### src/hdl/ssfl_pkg.sv
// package: register map, field positions and carrier types
package ssfl_pkg;

  // ---------------------------------------------------------------
  // register map (word offsets in bytes)
  // ---------------------------------------------------------------
  localparam logic [3:0] SSFL_OFS_STATUS  = 4'h0;
  localparam logic [3:0] SSFL_OFS_CONTROL = 4'h4;
  localparam logic [3:0] SSFL_OFS_RXDATA  = 4'h8;

  // ---------------------------------------------------------------
  // status field positions
  // ---------------------------------------------------------------
  localparam int SSFL_B_TXEMPTY = 7;
  localparam int SSFL_B_RXFULL  = 6;
  localparam int SSFL_B_OVERRUN = 5;
  localparam int SSFL_B_FRAMING = 4;
  localparam int SSFL_B_PARITY  = 3;
  localparam int SSFL_B_TXEND   = 2;
  localparam int SSFL_B_RXMP    = 1;
  localparam int SSFL_B_TXMP    = 0;

  // ---------------------------------------------------------------
  // control field positions
  // ---------------------------------------------------------------
  localparam int SSFL_C_RXEN   = 0;
  localparam int SSFL_C_TXEN   = 1;
  localparam int SSFL_C_SYNC   = 2;
  localparam int SSFL_C_PAREN  = 3;
  localparam int SSFL_C_PARODD = 4;
  localparam int SSFL_C_MP     = 5;

  // ---------------------------------------------------------------
  // reset values
  // ---------------------------------------------------------------
  localparam logic [7:0] SSFL_STATUS_RST  = 8'h84;
  localparam logic [7:0] SSFL_CONTROL_RST = 8'h00;
  localparam logic [7:0] SSFL_RXDATA_RST  = 8'h00;

  // ---------------------------------------------------------------
  // carrier types
  // ---------------------------------------------------------------
  typedef struct packed {
    logic       valid;      // one-cycle: character fully received
    logic [7:0] data;
    logic       stop1;      // first stop bit level
    logic       par_bit;
    logic       mp_bit;
  } ssfl_rx_char_t;

  typedef struct packed {
    logic       load;       // one-cycle: data register moved to shifter
    logic       last_bit;   // one-cycle: final bit of a character sent
  } ssfl_tx_evt_t;

  typedef enum logic [1:0] {
    SSFL_IDLE = 2'b01,
    SSFL_ACK  = 2'b10
  } ssfl_bus_t;

  typedef struct packed {
    ssfl_bus_t  bus;
    logic [7:0] status;
    logic [7:0] control;
    logic [7:0] rxdata;
    logic [7:0] seen_one;  // flag bits read as 1 since last write
    logic [7:0] dat;
  } ssfl_state_t;

endpackage : ssfl_pkg

### src/hdl/ssfl_top.sv
// serial channel status flag logic with a classic wishbone slave
`timescale 1ns/10ps
// Behaviour
// - on overrun the received data register keeps old byte; new byte dropped
// - no character accepted while overrun flag is one
// - clocked synchronous mode: overrun flag blocks transmission
// - asynchronous mode: stop bit zero sets framing flag
// - with two stop bits only the first one is checked
// - framing error stores byte, no full flag, stops receive, sync stops send
// - framing, parity flags clear by reset, standby, read-one-write-zero
// - clearing receive enable leaves framing and parity flags as they were
// - asynchronous parity mismatch against even/odd setting sets parity flag
// - parity error stores byte, no full flag, halts receive, sync halts send
// - transmit end set when empty flag is one as last bit leaves
// - transmit end forced to one by reset, standby, transmit enable cleared
// - transmit end cleared by empty-flag zero write after read, or dma write
// - transmit end is read-only
// - multiprocessor receive bit captured, read-only
// - received multiprocessor bit holds when receive disabled; starts at zero
// - transmit multiprocessor bit appended in asynchronous mp mode
// - transmit multiprocessor bit ignored in sync, non-mp mode or when idle
// - error-free character sets receive full flag
// - writing one to status flags has no effect, except transmit mp bit, which takes the value written
module ssfl_top
  import ssfl_pkg::*;
(
  // clock and reset
  input  wire logic                    clk_i,
  input  wire logic                    rst_i,
  input  wire logic                    standby_i,
  // wishbone slave
  input  wire logic                    cyc_i,
  input  wire logic                    stb_i,
  input  wire logic                    we_i,
  input  wire logic [3:0]              adr_i,
  input  wire logic [3:0]              sel_i,
  input  wire logic [31:0]             dat_i,
  output logic      [31:0]             dat_o,
  output logic                         ack_o,
  // receive shifter side
  input  wire ssfl_pkg::ssfl_rx_char_t rx_char_i,
  output logic                         rx_accept_o,
  // transmit shifter side
  input  wire ssfl_pkg::ssfl_tx_evt_t  tx_evt_i,
  input  wire logic                    tx_active_i,
  output logic                         tx_allow_o,
  output logic                         tx_mp_bit_o,
  output logic                         tx_mp_en_o,
  // dma engine
  input  wire logic                    dma_tx_wr_i,
  input  wire logic                    dma_rx_rd_i,
  // status and control towards the channel
  output logic      [7:0]              status_o,
  output logic      [7:0]              control_o
);
  import ssfl_pkg::*;

  ssfl_state_t st_r;
  ssfl_state_t st_nxt;

  // ---------------------------------------------------------------
  // helpers
  // ---------------------------------------------------------------
  function automatic logic par_bad(input ssfl_rx_char_t c,
                                   input logic odd);
    par_bad = ((^c.data) ^ c.par_bit) != odd;
  endfunction : par_bad

  function automatic logic err_block(input logic [7:0] s);
    err_block = s[SSFL_B_OVERRUN] | s[SSFL_B_FRAMING] | s[SSFL_B_PARITY];
  endfunction : err_block

  // ---------------------------------------------------------------
  // combinational next state
  // ---------------------------------------------------------------
  logic       acc;
  logic       wr;
  logic       rd;
  logic       sync_m;
  logic       rx_ok;
  logic [7:0] clr;
  logic       fe;
  logic       pe;

  always_comb
  begin
    st_nxt = st_r;
    acc    = cyc_i && stb_i && (st_r.bus == SSFL_IDLE);
    wr     = acc && we_i && sel_i[0];
    rd     = acc && !we_i;
    sync_m = st_r.control[SSFL_C_SYNC];
    clr    = 8'h00;
    fe     = 1'b0;
    pe     = 1'b0;
    // receive enabled and no error flag pending
    rx_ok  = st_r.control[SSFL_C_RXEN] && !err_block(st_r.status);

    // ---- bus handshake ----
    unique case (st_r.bus)
      SSFL_IDLE:
      begin
        if (acc)
        begin
          st_nxt.bus = SSFL_ACK;
        end
      end
      SSFL_ACK:
      begin
        st_nxt.bus = SSFL_IDLE;
      end
    endcase

    if (rd)
    begin
      unique case (adr_i)
        SSFL_OFS_STATUS:
        begin
          st_nxt.dat      = st_r.status;
          st_nxt.seen_one = st_r.seen_one | st_r.status;
        end
        SSFL_OFS_CONTROL: st_nxt.dat = st_r.control;
        SSFL_OFS_RXDATA:  st_nxt.dat = st_r.rxdata;
        default:          st_nxt.dat = 8'h00;
      endcase
    end

    if (wr && adr_i == SSFL_OFS_CONTROL)
    begin
      st_nxt.control = dat_i[7:0];
    end

    // flags 7..3 clear only on zero written over a bit seen as one
    if (wr && adr_i == SSFL_OFS_STATUS)
    begin
      clr = ~dat_i[7:0] & st_r.seen_one & 8'hF8;
      st_nxt.status[SSFL_B_TXMP] = dat_i[SSFL_B_TXMP];
      st_nxt.seen_one = 8'h00;
    end

    // ---- software/dma clears ----
    if (clr[SSFL_B_TXEMPTY])
    begin
      st_nxt.status[SSFL_B_TXEMPTY] = 1'b0;
      st_nxt.status[SSFL_B_TXEND]   = 1'b0;
    end
    if (dma_tx_wr_i)
    begin
      st_nxt.status[SSFL_B_TXEMPTY] = 1'b0;
      st_nxt.status[SSFL_B_TXEND]   = 1'b0;
    end
    if (clr[SSFL_B_RXFULL] || dma_rx_rd_i)
    begin
      st_nxt.status[SSFL_B_RXFULL] = 1'b0;
    end
    if (clr[SSFL_B_OVERRUN])
    begin
      st_nxt.status[SSFL_B_OVERRUN] = 1'b0;
    end
    if (clr[SSFL_B_FRAMING])
    begin
      st_nxt.status[SSFL_B_FRAMING] = 1'b0;
    end
    if (clr[SSFL_B_PARITY])
    begin
      st_nxt.status[SSFL_B_PARITY] = 1'b0;
    end

    // ---- transmit events: sets win over clears ----
    if (tx_evt_i.load)
    begin
      st_nxt.status[SSFL_B_TXEMPTY] = 1'b1;
    end
    if (tx_evt_i.last_bit && st_r.status[SSFL_B_TXEMPTY])
    begin
      st_nxt.status[SSFL_B_TXEND] = 1'b1;
    end

    // ---- receive events ----
    if (rx_char_i.valid && rx_ok)
    begin
      if (st_r.status[SSFL_B_RXFULL])
      begin
        // keep old byte, the new one is lost
        st_nxt.status[SSFL_B_OVERRUN] = 1'b1;
      end
      else
      begin
        fe = !sync_m && !rx_char_i.stop1;
        pe = !sync_m && st_r.control[SSFL_C_PAREN]
             && par_bad(rx_char_i, st_r.control[SSFL_C_PARODD]);
        st_nxt.rxdata = rx_char_i.data;
        if (fe)
        begin
          st_nxt.status[SSFL_B_FRAMING] = 1'b1;
        end
        if (pe)
        begin
          st_nxt.status[SSFL_B_PARITY] = 1'b1;
        end
        if (!fe && !pe)
        begin
          st_nxt.status[SSFL_B_RXFULL] = 1'b1;
        end
        if (!sync_m && st_r.control[SSFL_C_MP])
        begin
          st_nxt.status[SSFL_B_RXMP] = rx_char_i.mp_bit;
        end
      end
    end
    // receive-enable low touches no error or mp flag

    // transmit disabled forces empty and end
    if (!st_nxt.control[SSFL_C_TXEN])
    begin
      st_nxt.status[SSFL_B_TXEMPTY] = 1'b1;
      st_nxt.status[SSFL_B_TXEND]   = 1'b1;
    end

    if (standby_i)
    begin
      st_nxt.status   = SSFL_STATUS_RST;
      st_nxt.seen_one = 8'h00;
    end
  end

  // ---------------------------------------------------------------
  // state register
  // ---------------------------------------------------------------
  always_ff @(posedge clk_i)
  begin
    if (rst_i)
    begin
      st_r.bus      <= SSFL_IDLE;
      st_r.status   <= SSFL_STATUS_RST;
      st_r.control  <= SSFL_CONTROL_RST;
      st_r.rxdata   <= SSFL_RXDATA_RST;
      st_r.seen_one <= 8'h00;
      st_r.dat      <= 8'h00;
    end
    else
    begin
      st_r <= st_nxt;
    end
  end

  // ---------------------------------------------------------------
  // outputs
  // ---------------------------------------------------------------
  assign ack_o       = (st_r.bus == SSFL_ACK);
  assign dat_o       = {24'h000000, st_r.dat};
  assign rx_accept_o = st_r.control[SSFL_C_RXEN] && !err_block(st_r.status);
  // sync mode: any error flag stops the sender too
  assign tx_allow_o  = st_r.control[SSFL_C_TXEN]
                       && !(st_r.control[SSFL_C_SYNC]
                            && err_block(st_r.status));
  assign tx_mp_en_o  = !st_r.control[SSFL_C_SYNC] && st_r.control[SSFL_C_MP]
                       && tx_active_i;
  assign tx_mp_bit_o = tx_mp_en_o && st_r.status[SSFL_B_TXMP];
  assign status_o    = st_r.status;
  assign control_o   = st_r.control;

endmodule : ssfl_top

### config.mk
export PLATFORM = sky130hd
export DESIGN_NAME = ssfl_top
export DESIGN_NICKNAME = d
export VERILOG_FILES = /design/src/hdl/ssfl_pkg.sv /design/src/hdl/ssfl_top.sv
export SDC_FILE = /design/constraint.sdc
export NUM_CORES = 1
export LEC_CHECK = 0
export ABC_CLOCK_PERIOD_IN_PS = 2300
export BUFFER_PORTS_ARGS = -buffer_cell sky130_fd_sc_hd__buf_2
export CAP_MARGIN = 20
export CORE_MARGIN = 1.5
export CORE_UTILIZATION = 45
export DETAILED_ROUTE_END_ITERATION = 7
export PLACE_DENSITY = 0.79
export SETUP_SLACK_MARGIN = 0.2
export SYNTH_ARGS = -nofsm -noshare
export SYNTH_HDL_FRONTEND = slang
export SYNTH_SLANG_ARGS = --single-unit
export TNS_END_PERCENT = 5
### constraint.sdc
create_clock -name clk_i -period 2.3 [get_ports clk_i]
set_input_delay 0.46 -clock clk_i [delete_from_list [all_inputs] [get_ports clk_i]]
set_output_delay 0.46 -clock clk_i [all_outputs]
set_load 0.05 [all_outputs]
; Yosys cells after proc, flatten, opt, wreduce, memory -nomap -nowiden
; Cells that the tools add are included.
[totals]
register_bits = 42
latchBits = 0
ram_bits = 0
mem_bits_ro = 0
out_inout_bits = 53
memories = 0
[op_classes]
addsub = 0
n_mul = 0
div_mod_pow = 0
n_lt_le_gt_ge = 0
eq_ne = 6
shifts = 0
mux = 18
n_bitwise = 8
n_reduce_logical = 37
[ops]
columns = cell, count
row1 = $pmux W8 S3, 1
row2 = $logic_and A1 B1 Y1, 19
row3 = $mux W1, 11
row4 = $and A8 B8 Y8, 1
row5 = $mux W8, 1
row6 = $not A8 Y8, 1
row7 = $or A8 B8 Y8, 1
row8 = $reduce_or A4 Y1, 2
row9 = $reduce_xor A8 Y1, 1
row10 = $logic_not A1 Y1, 7
row11 = $mux W2, 3
row12 = $eq A4 B3 Y1 const B, 1
row13 = $eq A4 B4 Y1 const B, 1
row14 = $logic_not A4 Y1, 1
row15 = $mux W4, 1
row16 = $pmux W2 S2, 1
row17 = $reduce_and A2 Y1, 2
row18 = $reduce_and A3 Y1, 1
row19 = $reduce_or A3 Y1, 1
row20 = $eq A2 B1 Y1 const B, 1
row21 = $eq A2 B2 Y1 const B, 1
row22 = $ne A2 B2 Y1 const B, 1
row23 = $not A1 Y1, 2
row24 = $or A1 B1 Y1, 2
row25 = 5 further kinds, 5

; Longest topological paths before layout
; Gate-level depths: netlist of the first run.
[logic_depth]
ltp_word = 11
ltp_mapped = 7
ltp_nobuf = 5

; Worst setup path after synthesis of the first run
; Ideal clock, no wire load.
[synth_path]
path_kind = register -> register
start = register st_r (netlist bit status_o[5])
end = register st_r (netlist bit status_o[3])
setup_time_ps = 101
arrival_ps = 3017
required_time_ps = 2199
path_slack_ps = -818
path_stages_with_launch = 5
n_path_buf = 1
period_less_slack_ps = 3118
cell_sequence = dfxtp_1 nor4b_1 nand3b_1 buf_2 o41ai_1
[synth_between]
elab_chain_len = 6
[synth_rtl]
columns = element, line
row1 = "start, declared", ssfl_top.sv:58  ; ssfl_state_t st_r;
row2 = "start signal, assigned", ssfl_top.sv:242  ; st_r <= st_nxt;
row3 = $or A1 B1 Y1 (2 in series), -
row4 = $logic_not A1 Y1, -
row5 = $logic_and A1 B1 Y1, -
row6 = net rx_accept_o, ssfl_top.sv:42  ; output logic rx_accept_o,
row7 = $logic_and A1 B1 Y1, ssfl_top.sv:179  ; if (rx_char_i.valid && rx_ok)
row8 = $mux W4, ssfl_top.sv:179
; The timed path passes the listed nets, and every way through them passes these cells.
; A chain may end at the register's enable or synchronous reset.

; Worst setup path after layout of the first run
[layout_path]
start = register st_r (netlist bit status_o[5])
end = output port tx_allow_o
[layout_between]
elab_chain_len = 5
[layout_rtl]
columns = element, line
row1 = $or A1 B1 Y1 (2 in series), ssfl_top.sv:70  ; err_block = s[SSFL_B_OVERRUN] | s[SSFL_B_FRAMING] | s[SSFL_B_PARITY];
row2 = $logic_and A1 B1 Y1, ssfl_top.sv:255  ; && err_block(st_r.status));
row3 = $logic_not A1 Y1, ssfl_top.sv:254  ; && !(st_r.control[SSFL_C_SYNC]
row4 = $logic_and A1 B1 Y1, ssfl_top.sv:254
row5 = "end, declared", ssfl_top.sv:46  ; output logic tx_allow_o,
; Every way passes these cells.

==> flow_summary.toml, run 1 <==
[outcome]
status = "completed"

[finish]
finalNonFillerCells = 336
final_area_sq_mm = 0.00237
drive_gt1_share_pct = 29.6
syn2layout_area_growth_pct = 9.93
diodes = 0
final_nets = 346

[synth]
ys_top_cells_by_area = "dfxtp_1, buf_4, mux2i_1, nor2_1, xnor2_1"
synth-seq-cells = 39
synth_top_area_cell = "dfxtp_1"
synth_top_area_share_pct = 36.2
syn_area_sq_mm = 0.00215
synthArstFlopShare_pct = 0
synth_most_common_cell = "buf_4"
synth_edf_count = 0
yosysWarnings = 0
synth.yosys.seq_area_share_pct = 36.2
syn_avg_cell_area_sq_um = 8.98
ys.flop_type = "dfxtp_1"
synth_common_cells = "buf_4, dfxtp_1, nor2_1"
synthCells = 240
yosysUniqueCellTypes = 41

[power_and_ir_drop]
ir_drop_uv = 285
leakagePower_nw = 1.10
power.density_mw_per_mm2 = 568

[timing]
setup_tns_ps = 0
rsz0062_at_grt = "no"
final.setup_skew_ps = 7.41
slew_violations = 0
min_period_ps = 1920
holdWs_ps = 345
final_hold_viol_count = 0
fin_crit_sh_pct = 83.3
max_freq_mhz = 522
finalSetupViolCount = 0

[worst_setup_path]
cp_slowest_stage_delay_ps = 380
r2r_end = "status_o[7]"
worst_setup_path_end_kind = "primary output"
crit_required_ps = 1840
cp-startpoint = "status_o[5]"
critPathKind = "register to primary output"
worstPathMaxFanout = 6
reg2regPathDepth = 5
cp-start-kind = "register"
cp.buffers_inverters = 1
cp.arrival_ps = 1460
cp_top_family = "flip-flops"
crit_slowest_cell = "dfxtp_1"
critPathCapture = "tx_allow_o"
reg2reg_slack_ps = 440
crit_chain = "o31ai_1, and2_1, buf_2"
r2r-start = "st_r[41]"
path_depth = 3

[grt]
antenna_found_initial = 0
grt.met2_usage_pct = 32.1
grt_overflow_total = 0
use_met3_pct = 4.03
met1_usage_pct = 23.6
grt_max_degree = 27
grtUsageTotal_pct = 18.9
grt_pass1_wl_microns = 7470
grt_pass1_vias = 1586
grt_busiest_layer = "met2"

[drt]
post-route-drc-count = 0
antenna_left = 0
vias_per_cell = 4.88
wl_per_cell_microns = 14.1
drt-total-wl_microns = 4730
dr.first_iter.drc_count = 86
num_vias = 1641
drtPass1Iterations = 4

[place]
hpwl_microns = 3690
place_area_sq_mm = 0.00229
gp_congestion = 0.868
numPortBuffers = 64
dp_cells = 328

[floorplan]
num_rows = 24
io_pins = 116
start_util_pct = 48.2
die-height_microns = 72.2
dieArea_sq_mm = 0.00521
dieWidth_microns = 72.2
coreArea_sq_mm = 0.00447

[clock_network]
postCtsSetupRepairBufs = 0
cts_buffers = 5
ctsResizeCount = 0
cts.sinks = 39
cts_buffer_depth = 2
clkLatencyLatePin_ps = 290
path_clk_slew_ps = 80
cts_root_buf = "clkbuf_8"
cts_tree = "built"
holdBufCountCts = 0
cts_htree_levels = 2

[job]
maxCapViolations = 0

[hold_path]
hold_path_class = "input pin to register"
## power breakdown
group | total, mW | switching, mW | internal (mW)
Clock | 0.444 | 0.231 | 0.213
Combinational | 0.219 | 0.155 | 0.0635
Sequential | 0.683 | 0.00296 | 0.680
Total | 1.35 | 0.389 | 0.956
## routing by layer
layer  wire length [microns]  vias to the layer above
li1                        -                      827
met1                    2100                      739
met2                    2300                       66
met3                     245                        9
met4                      76                        0
met5                       0                        -
## cell type report
cell class / instances / area, sq um
clock inverters: 1 / 5.00
flip-flops and latches: 39 / 781
repair buffers: 72 / 380
multi-input cells: 163 / 1050
fillers: 423 / 2110
well taps: 52 / 65.1
inverters: 2 / 7.51
clock buffers: 7 / 76.3
## worst min path at each step
| stage | startpoint | to | slack [ps] | cells past startpoint |
|---|---|---|---|---|
| after floorplan | st_r[15] | st_r[15] | 440 | 2 |
| after global placement | st_r[14] | st_r[14] | 450 | 2 |
| after detailed placement | st_r[14] | st_r[14] | 460 | 2 |
| after CTS | tx_evt_i[1] | status_o[7] | 340 | 2 |
| after global routing | tx_evt_i[1] | status_o[7] | 350 | 2 |
| final | tx_evt_i[1] | status_o[7] | 340 | 2 |
## sequential cells by signal, indices dropped and copies added, names as in the netlist
| name | cells |
|---|---|
| control_o | 8 |
| st_r | 15 |
| status_o | 8 |
| dat_o | 8 |
## metrics by stage
stage / setup slack [ps] / util [%] / total power [mW]
floorplan: 307 / - / 0.893
global placement: 247 / 51.1 / 0.914
detailed placement: 234 / 51.1 / 0.916
CTS: 398 / 52.9 / 1.35
global route: 284 / 52.9 / 1.39
finish: 383 / 52.9 / 1.35
## cells by family (layout without fill, tap and decap cells)
kind of cell	Yosys count	count (layout)	share of synthesized area [%]
AND/OR/NAND/NOR	73	73	17.0
XOR/XNOR	8	8	3.89
other	1	24	0.174
multiplexers	26	26	12.1
AO/OA/AOI/OAI	32	32	10.8
buffers and inverters	61	82	19.9
flip-flops	39	39	36.2
## layout by cell type, fill, tap and decap left out, drive strengths merged, types with 7 or more instances in the layout
master | netlist | layout
buf | 54 | 72
xnor2 | 7 | 7
conb | 1 | 24
clkbuf | 5 | 7
mux2i | 26 | 26
o21ai | 8 | 8
nand2 | 13 | 13
a22oi | 8 | 8
dfxtp | 39 | 39
nor2 | 37 | 37
Power figures use the tool's default switching activity.
==> run 2: changes to the inputs <==
--- a/config.mk
+++ b/config.mk
@@ -5,13 +5,14 @@
 export SDC_FILE = /design/constraint.sdc
 export NUM_CORES = 1
 export LEC_CHECK = 0
-export ABC_CLOCK_PERIOD_IN_PS = 2300
+export ABC_AREA = 1
+export ABC_CLOCK_PERIOD_IN_PS = 1880
 export BUFFER_PORTS_ARGS = -buffer_cell sky130_fd_sc_hd__buf_2
 export CAP_MARGIN = 20
 export CORE_MARGIN = 1.5
-export CORE_UTILIZATION = 45
+export CORE_UTILIZATION = 46
 export DETAILED_ROUTE_END_ITERATION = 7
-export PLACE_DENSITY = 0.79
+export PLACE_DENSITY = 0.8
 export SETUP_SLACK_MARGIN = 0.2
 export SYNTH_ARGS = -nofsm -noshare
 export SYNTH_HDL_FRONTEND = slang
==> constraint.sdc (replaced) <==
create_clock -name clk_i -period 1.88 [get_ports clk_i]
set_input_delay 0.376 -clock clk_i [delete_from_list [all_inputs] [get_ports clk_i]]
set_output_delay 0.376 -clock clk_i [all_outputs]
set_load 0.05 [all_outputs]
==> flow_summary.toml, run 2 <==
[floorplan]
io_pins = 116
start_util_pct = 47.9
coreArea_sq_mm = 0.00472
dieWidth_microns = 73.1
num_rows = 25
die-height_microns = 73.1
dieArea_sq_mm = 0.00535

[drt]
vias_per_cell = 4.82
drt-total-wl_microns = 5060
wl_per_cell_microns = 11.6
antenna_left = 0
post-route-drc-count = 0
dr.first_iter.drc_count = 97
num_vias = 2112
drtPass1Iterations = 4

[finish]
layout_common_cells = "nand2_1, buf_2, dfxtp_1"
syn2layout_area_growth_pct = 9.84
largest_reg_flops = 15
layout_commonest_cell = "nand2_1"
drive_gt1_share_pct = 23.7
top_register = "st_r"
diodes = 0
final_nets = 433
finalNonFillerCells = 438
seq_area_sq_um = 781
num-fill-cells = 463
multi_input_area_sq_mm = 0.00105

[clock_network]
holdBufCountCts = 0
cts_buffers = 5
path_clk_slew_ps = 70
ctsResizeCount = 1
cts_root_buf = "clkbuf_8"
cts_buffer_depth = 2
cts_htree_levels = 2
cts.sinks = 39
cts_tree = "built"
clkLatencyLatePin_ps = 290
postCtsSetupRepairBufs = 0

[worst_setup_path]
critPathKind = "register to primary output"
crit_chain = "nor2_1, nand2_1, a21oi_1, clkbuf_4"
reg2reg_slack_ps = 400
crit_slowest_cell = "dfxtp_1"
r2r-start = "st_r[40]"
r2r_end = "status_o[2]"
cp.buffers_inverters = 1
worst_setup_path_end_kind = "primary output"
crit_required_ps = 1500
reg2regPathDepth = 7
cp-startpoint = "status_o[5]"
cp-start-kind = "register"
cp_top_family = "flip-flops"
cp.arrival_ps = 1240
cp_slowest_stage_delay_ps = 380
worstPathMaxFanout = 5

[synth]
synth.yosys.seq_area_share_pct = 34.5
synth_common_cells = "nand2_1, buf_4, dfxtp_1"
syn_avg_cell_area_sq_um = 6.96
synth_edf_count = 0
synthArstFlopShare_pct = 0
syn_area_sq_mm = 0.00226
ys_top_cells_by_area = "dfxtp_1, buf_4, nand2_1, a21oi_1, inv_1"
synth_top_area_cell = "dfxtp_1"
synth-seq-cells = 39
synth_most_common_cell = "nand2_1"
yosysWarnings = 0
synth_top_area_share_pct = 34.5
synthCells = 325
ys.flop_type = "dfxtp_1"
yosysUniqueCellTypes = 25

[timing]
rsz0062_at_grt = "yes"
finalSetupViolCount = 0
max_freq_mhz = 619
final.setup_skew_ps = 6.55
fin_crit_sh_pct = 86.0
min_period_ps = 1620
slew_violations = 0
setup_tns_ps = 0
final_hold_viol_count = 0

[grt]
grt_overflow_total = 0
grt_max_degree = 18
grtUsageTotal_pct = 19.0
grt_pass1_wl_microns = 7810
grt_pass1_vias = 1869
antenna_found_initial = 0

[place]
hpwl_microns = 4040
numPortBuffers = 64
dp_cells = 430
gp_congestion = 0.872

[power_and_ir_drop]
p_total_mw = 1.65
power.density_mw_per_mm2 = 664
leakagePower_nw = 1.17
ir_drop_uv = 332

[hold_path]
holdPathEnd = "status_o[7]"
hold_path_class = "input pin to register"
hp-start = "tx_evt_i[1]"
holdPathStages = 3

[job]
maxCapViolations = 0

[outcome]
status = "completed"
[run 2: cell type report]
cell class              instances  share of cell area, %
clock buffers                   7                   3.07
clock inverters                 1                  0.201
inverters                      36                   5.44
multi-input cells             221                   42.3
flip-flops and latches         39                   31.4
well taps                      67                   3.37
repair buffers                 67                   14.2
[run 2: cells by family (layout without fill, tap and decap cells)]
family	count (synthesis)	count (layout)	synth area share (%)
AO/OA/AOI/OAI	65	65	15.5
XOR/XNOR	2	2	0.774
buffers and inverters	88	111	23.1
flip-flops	39	39	34.5
other	1	24	0.166
AND/OR/NAND/NOR	130	130	25.9
[run 2: report_power, final]
group / switching (mW) / internal, mW / leakage (nW)
Combinational: 0.214 / 0.0636 / 0.816
Sequential: 0.00470 / 0.832 / 0.315
Clock: 0.275 / 0.260 / 0.0422
Total: 0.494 / 1.16 / 1.17
[run 2: routing by layer]
layer,part of all wire (%),vias to the layer above,global-route usage (%)
met5,0,-,0
met4,1.5,0,7.76
met3,7.1,9,4.83
met2,49,82,31.9
met1,43,966,23.0
li1,-,1055,-
[run 2: worst register-to-register path, delay by kind of cell (launching register included)]
kind                   cells  cell delay (ps)
AOI/OAI and AO/OA          1              100
buffers and inverters      1               60
and+or+nand+nor            5              850
DFF                        1              370
[run 2: stage by stage]
step                      hold slack [ps]  setup slack [ps]  area, sq um  util [%]
final                                 273               264         2480      52.6
after global routing                  284               167         2480      52.6
after CTS                             275               183         2480      52.5
after detailed placement              453               173         2390      50.7
after global placement                449               208         2390      50.7
after floorplan                       437               206         2350         -
[run 2: how the worst max path moves through the flow]
stage,to,slack [ps],cells after the start
2_1_floorplan,status_o[1],210,8
3_3_place_gp,status_o[2],210,9
3_5_place_dp,status_o[7],170,9
4_1_cts,tx_mp_en_o,180,4
5_1_grt,tx_allow_o,170,4
6_report,tx_allow_o,260,4
==> run 3: changes to the inputs <==
--- a/config.mk
+++ b/config.mk
@@ -13,6 +13,7 @@
 export CORE_UTILIZATION = 46
 export DETAILED_ROUTE_END_ITERATION = 7
 export PLACE_DENSITY = 0.8
+export REMOVE_ABC_BUFFERS = 1
 export SETUP_SLACK_MARGIN = 0.2
 export SYNTH_ARGS = -nofsm -noshare
 export SYNTH_HDL_FRONTEND = slang
==> flow_summary.toml, run 3 (same netlist as run 2, synthesis figures left out) <==
[timing]
holdWs_ps = 269
final.setup_skew_ps = 7.18
rsz0062_at_grt = "yes"
min_period_ps = 1630
max_freq_mhz = 615
worst_slack_ps = 254
fin_crit_sh_pct = 86.5
finalSetupViolCount = 0
slew_violations = 0
final_hold_viol_count = 0

[power_and_ir_drop]
p_seq_share_pct = 48.7
p_clk_share_pct = 35.2
ir_drop_uv = 396
power.density_mw_per_mm2 = 682
p_total_mw = 1.72
switching_share_pct = 30.4
internal_power_mw = 1.19
leakagePower_nw = 1.18
p_switching_uw = 523
combPwrFrac_pct = 16.1

[worst_setup_path]
reg2reg_slack_ps = 390
worst_setup_path_end_kind = "primary output"
crit_slowest_cell = "dfxtp_1"
crit_required_ps = 1500
critPathKind = "register to primary output"
r2r_end = "status_o[6]"
cp-startpoint = "status_o[5]"
worstPathMaxFanout = 5
reg2regPathDepth = 9
cp_slowest_stage_delay_ps = 370
cp-start-kind = "register"
crit_chain = "nor2_2, nand2_2, a21oi_2, buf_6"
r2r-start = "status_o[5]"
cp.arrival_ps = 1250

[clock_network]
cts_htree_levels = 2
cts_root_buf = "clkbuf_8"
holdBufCountCts = 0
cts_tree = "built"
cts_buffers = 5
path_clk_slew_ps = 80
cts.sinks = 39
cts_buffer_depth = 2
clkLatencyLatePin_ps = 300

[drt]
drt-total-wl_microns = 4920
wl_per_cell_microns = 11.2
post-route-drc-count = 0
vias_per_cell = 4.65
drtPass1Iterations = 4
dr.first_iter.drc_count = 89
num_vias = 2035
antenna_left = 0

[floorplan]
die-height_microns = 73.1
io_pins = 116
dieArea_sq_mm = 0.00535
dieWidth_microns = 73.1
num_rows = 25
coreArea_sq_mm = 0.00472
start_util_pct = 47.9

[finish]
diodes = 0
layout_commonest_cell = "nand2_1"
postLayoutCoreUtil_pct = 53.3
largest_reg_flops = 15
final_nets = 433
layout_common_cells = "nand2_1, buf_2, dfxtp_1"
syn2layout_area_growth_pct = 11.3
top_register = "st_r"
num-fill-cells = 467
drive_gt1_share_pct = 25.1

[place]
gp_congestion = 0.873
hpwl_microns = 4000
numPortBuffers = 64
place_ws_ps = 248

[grt]
grt_overflow_total = 0
grt_max_degree = 14
grt_pass1_wl_microns = 7840
grtUsageTotal_pct = 19.0
antenna_found_initial = 0
grt_pass1_vias = 1753

[hold_path]
hold_path_class = "input pin to register"
holdPathEnd = "status_o[7]"
hp-start = "tx_evt_i[1]"
holdPathStages = 3

[outcome]
status = "completed"

[job]
maxCapViolations = 0
run 3: final cells by class:
cell class	instances	area [sq um]	area share, %
Clock buffer	6	82.6	3.28
Clock inverter	2	16.3	0.646
Inverter	36	135	5.37
Multi-Input combinational cell	221	1060	42.1
Sequential cell	39	782	31.1
Tap cell	67	83.8	3.33
Timing Repair Buffer	67	358	14.2
run 3: power groups by stage:
stage	combinational (mW)	sequential (mW)	clock, mW
after floorplan	0.198	0.858	0
after global placement	0.269	0.856	0
after detailed placement	0.274	0.856	0
after CTS	0.275	0.837	0.611
after global routing	0.300	0.837	0.653
final	0.276	0.837	0.604
run 3: worst max-delay path: cells and delay by family (launching register included):
kind | cells | cell delay [ps]
buffers and inverters | 1 | 180
and+or+nand+nor | 2 | 230
DFF | 1 | 370
AOI/OAI and AO/OA | 1 | 170
run 3: how the worst max path moves through the flow:
stage / endpoint / slack, ps / cells past startpoint
floorplan: tx_mp_bit_o / -360 / 2
global placement: status_o[7] / 280 / 9
detailed placement: status_o[7] / 250 / 9
CTS: tx_mp_bit_o / 170 / 4
global route: tx_allow_o / 170 / 4
finish: tx_allow_o / 250 / 4
run 3: metrics by stage:
| step | setup TNS (ps) | cells | area, sq um |
|---|---|---|---|
| floorplan | -1260 | 296 | 1960 |
| global placement | 0 | 430 | 2390 |
| detailed placement | 0 | 430 | 2390 |
| CTS | 0 | 438 | 2490 |
| global route | 0 | 438 | 2520 |
| finish | 0 | 438 | 2520 |
run 3: what timing repair did:
action                     4_1_cts  5_1_grt
buffers inserted                 0        0
setup endpoints to repair        3        5
resized for setup                1       12
pin swaps                        0        0
run 3: routing by layer:
layer | up-vias | GRT usage [%] | routed length (microns)
li1 | 1058 | - | -
met1 | 902 | 23.5 | 2130
met2 | 71 | 31.1 | 2420
met3 | 4 | 6.22 | 331
met4 | 0 | 5.87 | 42
met5 | - | 0 | 0
